**src/scsp_pkg.sv**
```systemverilog
// Constants shared by the serial programming port and its register memory.
// Assumes one 20 MHz clock domain for all logic that uses them.
package scsp_pkg;

  // ********************************************************
  // Register map
  // ********************************************************
  localparam logic [6:0] ADDR_FRAME_OVERHEAD_LENGTH = 7'h49;
  localparam logic [6:0] ADDR_TEMPERATURE_RESULT_A = 7'h7e;
  localparam logic [6:0] ADDR_TEMPERATURE_RESULT_B = 7'h7f;
  localparam logic [7:0] RESET_FRAME_OVERHEAD_LENGTH = 8'h0a;
  localparam logic [7:0] RESET_OTHER = 8'h00;
  localparam int REG_COUNT = 128;

  // ********************************************************
  // Serial frame layout
  // ********************************************************
  localparam logic [4:0] ACCESS_BITS = 5'h10;
  localparam logic [4:0] HEADER_BITS = 5'h08;
  localparam int DIR_BIT = 15;
  localparam logic DIR_WRITE = 1'b1;

  // ********************************************************
  // Timing arithmetic
  // ********************************************************
  localparam logic [7:0] LINE_PERIODS = 8'h81;
  localparam logic [2:0] OVERHEAD_EXTRA = 3'h2;
  // Output mode: 0 = 16, 1 = 8, 2 = 4, 3 = 2 active outputs
  localparam int MODE_WIDTH = 2;

endpackage

```
**src/scsp_reg_mem.sv**
```systemverilog
// Programming register memory: 128 bytes, one write port, registered read.
// Assumes the caller pulses clear to restore every default at once.
`timescale 1ns/10ps
module scsp_reg_mem (
  input wire logic clock,
  input wire logic clear,
  input wire logic write_en,
  input wire logic [6:0] write_addr,
  input wire logic [7:0] write_data,
  input wire logic [6:0] read_addr,
  output logic [7:0] read_data,
  output logic [7:0] frame_overhead_length
);

  // ********************************************************
  // State
  // ********************************************************
  typedef struct packed {
    logic [scsp_pkg::REG_COUNT-1:0][7:0] mem;
    logic [7:0] rdata;
  } scsp_mem_state_type;

  scsp_mem_state_type state;
  scsp_mem_state_type next_state;

  function automatic logic [7:0] default_of(input logic [6:0] a);
    default_of = (a == scsp_pkg::ADDR_FRAME_OVERHEAD_LENGTH) ?
      scsp_pkg::RESET_FRAME_OVERHEAD_LENGTH : scsp_pkg::RESET_OTHER;
  endfunction

  always_comb begin
    next_state = state;
    next_state.rdata = state.mem[read_addr];
    if (clear) begin
      for (int i = 0; i < scsp_pkg::REG_COUNT; i++) begin
        next_state.mem[i] = default_of(7'(i));
      end
    end else if (write_en) begin
      next_state.mem[write_addr] = write_data;
    end
  end

  always_ff @(posedge clock) begin
    state <= next_state;
  end

  assign read_data = state.rdata;
  assign frame_overhead_length =
    state.mem[scsp_pkg::ADDR_FRAME_OVERHEAD_LENGTH];

endmodule

```
**src/scsp_port.sv**
```systemverilog
// Serial programming port of the sensor with frame timing arithmetic.
// Assumes serial pins and reset pin arrive asynchronously and are oversampled.
`timescale 1ns/10ps
module scsp_port #(
  parameter int LINE_COUNT_WIDTH = 12
) (
  input wire logic clock,
  input wire logic srst,
  input wire logic system_reset_low,
  input wire logic serial_clock,
  input wire logic serial_enable,
  input wire logic serial_in,
  input wire logic [15:0] temperature_value,
  input wire logic [scsp_pkg::MODE_WIDTH-1:0] output_mode,
  input wire logic [LINE_COUNT_WIDTH-1:0] line_count,
  output logic serial_out,
  output logic sequencer_reset,
  output logic [16:0] overhead_cycles,
  output logic [10:0] line_cycles,
  output logic [LINE_COUNT_WIDTH+10:0] readout_cycles
);

  // ********************************************************
  // Parameter check
  // ********************************************************
  generate
    if (LINE_COUNT_WIDTH < 1 || LINE_COUNT_WIDTH > 16) begin : g_bad
      $error("LINE_COUNT_WIDTH must lie in 1..16");
    end
  endgenerate

  // ********************************************************
  // Helpers
  // ********************************************************
  // Fewer active outputs stretch a count by 16 over their number
  function automatic logic [10:0] per_outputs(input logic [10:0] v,
    input logic [scsp_pkg::MODE_WIDTH-1:0] m);
    per_outputs = 11'(v << m);
  endfunction

  // ********************************************************
  // State
  // ********************************************************
  typedef struct packed {
    logic sclk_s1;
    logic sclk_s2;
    logic sclk_s3;
    logic en_s1;
    logic en_s2;
    logic din_s1;
    logic din_s2;
    logic rst_s1;
    logic rst_s2;
    logic rst_s3;
    logic [4:0] bit_count;
    logic [15:0] shift_in;
    logic [7:0] shift_out;
    logic serial_out;
    logic sequencer_reset;
    logic [15:0] temp_hold;
    logic [16:0] overhead_cycles;
    logic [10:0] line_cycles;
    logic [LINE_COUNT_WIDTH+10:0] readout_cycles;
  } scsp_state_type;

  scsp_state_type state;
  scsp_state_type next_state;

  logic mem_clear;
  logic mem_write;
  logic [6:0] mem_raddr;
  logic [7:0] mem_rdata;
  logic [7:0] overhead_length;

  logic sclk_rise;
  logic sclk_fall;
  logic rst_fall;
  logic [6:0] header_addr;
  logic [7:0] read_byte;

  // ********************************************************
  // Register memory
  // ********************************************************
  scsp_reg_mem u_mem (
    .clock(clock),
    .clear(mem_clear),
    .write_en(mem_write),
    .write_addr(state.shift_in[14:8]),
    .write_data(state.shift_in[7:0]),
    .read_addr(mem_raddr),
    .read_data(mem_rdata),
    .frame_overhead_length(overhead_length)
  );

  // ********************************************************
  // Edge detection on the synchronised pins
  // ********************************************************
  // Oversampling: serial clock must stay well below a quarter of clock
  assign sclk_rise = state.sclk_s2 & ~state.sclk_s3;
  assign sclk_fall = ~state.sclk_s2 & state.sclk_s3;
  assign rst_fall = ~state.rst_s2 & state.rst_s3;
  assign mem_clear = srst | rst_fall;
  assign header_addr = {state.shift_in[5:0], state.din_s2};
  // Address is known at the rising edge of the eighth bit
  assign mem_raddr = (state.bit_count == scsp_pkg::HEADER_BITS - 5'h01) ?
    header_addr : state.shift_in[6:0];
  assign mem_write = sclk_fall & state.en_s2 & ~rst_fall &
    (state.bit_count == scsp_pkg::ACCESS_BITS) &
    (state.shift_in[scsp_pkg::DIR_BIT] == scsp_pkg::DIR_WRITE) &
    (state.shift_in[14:8] != scsp_pkg::ADDR_TEMPERATURE_RESULT_A) &
    (state.shift_in[14:8] != scsp_pkg::ADDR_TEMPERATURE_RESULT_B);

  // Temperature bytes come from the snapshot so a burst reads one sample
  always_comb begin
    case (state.shift_in[6:0])
      scsp_pkg::ADDR_TEMPERATURE_RESULT_A: read_byte = state.temp_hold[7:0];
      scsp_pkg::ADDR_TEMPERATURE_RESULT_B: read_byte = state.temp_hold[15:8];
      default: read_byte = mem_rdata;
    endcase
  end

  // ********************************************************
  // Next state
  // ********************************************************
  always_comb begin
    next_state = state;
    next_state.sclk_s1 = serial_clock;
    next_state.sclk_s2 = state.sclk_s1;
    next_state.sclk_s3 = state.sclk_s2;
    next_state.en_s1 = serial_enable;
    next_state.en_s2 = state.en_s1;
    next_state.din_s1 = serial_in;
    next_state.din_s2 = state.din_s1;
    next_state.rst_s1 = system_reset_low;
    next_state.rst_s2 = state.rst_s1;
    next_state.rst_s3 = state.rst_s2;
    next_state.sequencer_reset = rst_fall;

    if (rst_fall || !state.en_s2) begin
      // Partial access dropped, output released low
      next_state.bit_count = 5'h00;
      next_state.serial_out = 1'b0;
      // Stale read bits of a cut access must not leak into the next one
      next_state.shift_out = 8'h00;
    end else if (sclk_rise &&
                 state.bit_count < scsp_pkg::ACCESS_BITS) begin
      next_state.shift_in = {state.shift_in[14:0], state.din_s2};
      next_state.bit_count = state.bit_count + 5'h01;
      if (state.bit_count == scsp_pkg::HEADER_BITS - 5'h01 &&
          header_addr == scsp_pkg::ADDR_TEMPERATURE_RESULT_A) begin
        next_state.temp_hold = temperature_value;
      end
    end else if (sclk_fall) begin
      if (state.bit_count == scsp_pkg::HEADER_BITS &&
          state.shift_in[7] != scsp_pkg::DIR_WRITE) begin
        next_state.serial_out = read_byte[7];
        next_state.shift_out = {read_byte[6:0], 1'b0};
      end else if (state.bit_count > scsp_pkg::HEADER_BITS &&
                   state.bit_count < scsp_pkg::ACCESS_BITS) begin
        next_state.serial_out = state.shift_out[7];
        next_state.shift_out = {state.shift_out[6:0], 1'b0};
      end else if (state.bit_count == scsp_pkg::ACCESS_BITS) begin
        // Final falling edge closes the access, next one may follow
        next_state.bit_count = 5'h00;
        next_state.serial_out = 1'b0;
      end
    end

    // Frame timing, recomputed every cycle from the live settings
    next_state.overhead_cycles = 17'((9'(overhead_length) +
      9'(per_outputs(11'(scsp_pkg::OVERHEAD_EXTRA), output_mode))) *
      17'(scsp_pkg::LINE_PERIODS));
    next_state.line_cycles =
      per_outputs(11'(scsp_pkg::LINE_PERIODS), output_mode);
    next_state.readout_cycles = (LINE_COUNT_WIDTH + 11)'(
      state.line_cycles * line_count);

    if (srst) begin
      next_state = '0;
      next_state.rst_s1 = 1'b1;
      next_state.rst_s2 = 1'b1;
      next_state.rst_s3 = 1'b1;
    end
  end

  always_ff @(posedge clock) begin
    state <= next_state;
  end

  // ********************************************************
  // Outputs
  // ********************************************************
  assign serial_out = state.serial_out;
  assign sequencer_reset = state.sequencer_reset;
  assign overhead_cycles = state.overhead_cycles;
  assign line_cycles = state.line_cycles;
  assign readout_cycles = state.readout_cycles;

endmodule

```
**config.mk**
```make
export PLATFORM = sky130hd
export DESIGN_NAME = scsp_port
export DESIGN_NICKNAME = d
export VERILOG_FILES = /design/src/scsp_pkg.sv /design/src/scsp_reg_mem.sv /design/src/scsp_port.sv
export SDC_FILE = /design/constraint.sdc
export NUM_CORES = 2
export LEC_CHECK = 0
export BUFFER_PORTS_ARGS = -buffer_cell sky130_fd_sc_hd__buf_4
export CAP_MARGIN = 20
export CORE_ASPECT_RATIO = 1.75
export CORE_MARGIN = 8
export CORE_UTILIZATION = 57
export DETAILED_ROUTE_END_ITERATION = 8
export GPL_TIMING_DRIVEN = 1
export HOLD_SLACK_MARGIN = 0.15
export PLACE_DENSITY = 0.74
export REMOVE_ABC_BUFFERS = 1
export SETUP_SLACK_MARGIN = 0.05
export SYNTH_ARGS = -nofsm -noshare
export SYNTH_HDL_FRONTEND = slang
export SYNTH_SLANG_ARGS = --single-unit
```
**constraint.sdc**
```tcl
create_clock -name clock -period 6 [get_ports clock]
set_clock_uncertainty 0.05 [all_clocks]
set_input_delay 1.2 -clock clock [delete_from_list [all_inputs] [get_ports clock]]
set_output_delay 1.2 -clock clock [all_outputs]
set_load 0.005 [all_outputs]
```
==> impl_metrics.json <==
{
  "status": "finished clean",
  "via_per_inst": 6.22,
  "yosys-top-cells-count": "2,798 x nand2_1, 1,132 x dfxtp_1, 1,119 x a21oi_1",
  "cts_sinks": 1132,
  "synth_warnings": 0,
  "regToRegStartpoint": "line_cycles[9]",
  "grt_overflow": 0,
  "cts.path.max_buffers": 3,
  "postRouteAntennaNets": 0,
  "hp-start": "state[100]",
  "path_clk_slew_ns": 0.06,
  "ys_seq_area_frac": 0.437,
  "drc": 0,
  "path_buf_inv": 8,
  "worst_slack_ns": 0.278,
  "place_hpwl_mm": 120,
  "area_growth_pct": 9.14,
  "worstPathArrival_ns": 6.25,
  "slowest_delay_ns": 0.57,
  "rsz0062_at_grt": "no",
  "p_leak_uw": 0.0183,
  "num_vias": 50100,
  "die_w_um": 244,
  "antenna_found_initial": 10,
  "nets": 6970,
  "power.density_nw_per_um2": 259,
  "initial_utilization": 0.574,
  "synthesis.area_per_instance_um2": 7.49,
  "ys_types": 67,
  "clk_latency_ns": 0.72,
  "yosys.area.top_type": "dfxtp_1",
  "synth_area_um2": 51900,
  "critPathTopFamily": "adder cells",
  "drive_gt1_frac": 0.0740,
  "crit_required_ns": 6.53,
  "stdcell_count": 8057,
  "placed_cells": 7866,
  "synth.top_cell.area_share": 0.437,
  "ir_drop_mv": 0.240,
  "grt_pass1_wl_mm": 280,
  "grt_start_max_net_pins": 182,
  "design.core.area_um2": 90400,
  "crit_cells": 22,
  "ios": 89,
  "gp_congestion": 0.980,
  "die_area_um2": 101000,
  "synthFlopType": "dfxtp_1",
  "fin_util": 0.626,
  "cts_tree": "built",
  "min_period_ns": 5.72,
  "port_buffers": 85,
  "synth_cells": 6932,
  "setup_viol": 0,
  "min_path_cells": 1,
  "cap_violations": 0,
  "synth_seq_cells": 1132,
  "fillCellCount": 8042,
  "synthTopCellsByArea": "dfxtp_1 44%, nand2_1 20%, a21oi_1 11%",
  "drtIter0Drc": 6259,
  "post_cts_buffers": 0,
  "synth_edf_count": 0,
  "crit_path_frequent_cell": "inv_1",
  "max_freq_ghz": 0.175,
  "root_buffer": "clkbuf_16",
  "cts_buffers": 100,
  "min_to": "state[99]",
  "wl_per_cell_um": 23.1,
  "ff2ff_setup_slack_ns": 0.35,
  "hold_viol": 0,
  "worstSetupEndpointType": "flop",
  "grt_pass1_vias": 47500,
  "fin_crit_sh": 0.954,
  "rr_worst_depth": 21,
  "num_rows": 146,
  "timing.rr.end": "readout_cycles[22]",
  "cpMaxStageDelayCell": "fa_1",
  "finalSetupTns_ns": 0,
  "cts_max_level": 3,
  "track_usage": 0.353,
  "critPathKind": "input pin to flop",
  "pre_cts_ws_ns": -0.699,
  "dieHeight_um": 415,
  "first_pass_iters": 6,
  "async_flop_share": 0,
  "drt-total-wl_mm": 186,
  "slew_headroom": 0.212,
  "synth.most_common_cell": "nand2_1",
  "crit_fanout": 4,
  "hold_class": "flop to flop",
  "path_cells": "buf_4 > and2_1 > inv_1 > fa_1 > inv_1 > fa_1 > inv_1 > fa_1 > inv_1 > fa_1 > inv_1 > fa_1 > inv_1 > ha_1 > a21o_1 > a211o_1 > buf_4 > nor3_1 > a211oi_2 > o311ai_1 > a21o_1 > a21oi_1",
  "tightest_slew_ns": 1.18,
  "slew_violations": 0,
  "startpoint_type": "input pin"
}
[where the power goes]
part	switching [uW]	total, uW	leakage [uW]	internal, uW
clock	2970	6640	0.00163	3680
combinational	308	471	0.00756	163
sequential	13.2	7540	0.00913	7530
total	3290	14700	0.0183	11400
[logic make-up (layout without fill, tap and decap cells)]
| family | count (synthesis) | count (layout) | share of synthesized area |
|---|---|---|---|
| xor gates and xnor gates | 29 | 29 | 0.00490 |
| and+or+nand+nor | 3494 | 3494 | 0.270 |
| adders and majority gates | 146 | 146 | 0.0432 |
| AOI/OAI and AO/OA | 1367 | 1367 | 0.144 |
| DFF | 1132 | 1132 | 0.437 |
| buffers and inverters | 588 | 520 | 0.0490 |
| other | 1 | 10 | 0.0000723 |
| muxes | 175 | 175 | 0.0516 |
[per-layer routing]
layer,global-route usage,vias up,part of all wire
li1,-,22700,-
met1,0.384,23600,0.34
met2,0.573,2911,0.47
met3,0.0794,908,0.098
met4,0.315,8,0.10
met5,0,-,0.00027
[layout make-up]
class | instances | area, um2 | area share
multi-input combinational | 5215 | 26900 | 0.475
sequential | 1132 | 22700 | 0.401
clock buffer | 142 | 2870 | 0.0507
timing repair buffer | 227 | 1850 | 0.0326
tap | 1184 | 1480 | 0.0262
inverter | 112 | 420 | 0.00742
clock inverter | 39 | 419 | 0.00740
antenna | 6 | 15.0 | 0.000265
[flip-flops by register name, summed over array words and instances, names as in the netlist]
register                     cells
u_mem.read_data                  8
u_mem.frame_overhead_length      8
serial_out                       1
header_addr                      7
u_mem.state                   1016
readout_cycles                  23
line_cycles                      4
overhead_cycles                 17
sequencer_reset                  1
state                           47
[per-stage QoR]
step	cell area (um2)	total power (uW)	hold WS (ns)
floorplan	49800	7990	0.339
global placement	53300	8180	0.355
detailed placement	53300	8180	0.350
CTS	56600	14700	0.369
global route	56600	15000	0.372
finish	56600	14700	0.367
[worst max-delay path by stage]
stage,from,end
after global routing,line_count[4],readout_cycles[22]
after CTS,line_count[3],readout_cycles[22]
after global placement,line_count[2],readout_cycles[19]
after detailed placement,line_count[2],readout_cycles[19]
final,line_count[3],readout_cycles[22]
after floorplan,srst,u_mem.frame_overhead_length[0]
[placed cells by master (no fill, tap or decap), types with 14 or more instances in the layout]
cell,synthesis,routed
o21ai_0,34,33
fa_1,55,55
nand2_1,2798,2794
nor2_1,245,240
a32oi_1,51,51
a22oi_1,21,21
xnor2_1,14,14
a21oi_1,1119,1119
and2_1,58,58
mux4_2,73,73
mux2i_1,96,92
clkbuf_16,0,102
o2111ai_1,15,15
nand3_1,208,206
clkbuf_8,0,17
buf_4,64,215
dfxtp_1,1132,1124
ha_1,91,91
xor2_1,15,15
inv_1,112,112
nor2b_1,35,34
clkinv_2,0,23
nand4_1,72,72
clkbuf_1,346,23
a31oi_1,35,35
a221oi_1,26,26
[timing repair]
action	in CTS	in global routing
endpoints found under the setup margin	1	2
hold buffers	0	0
gates resized for setup	1	3
pin swaps	0	0
No activity file was read; power rests on OpenSTA's default activity.
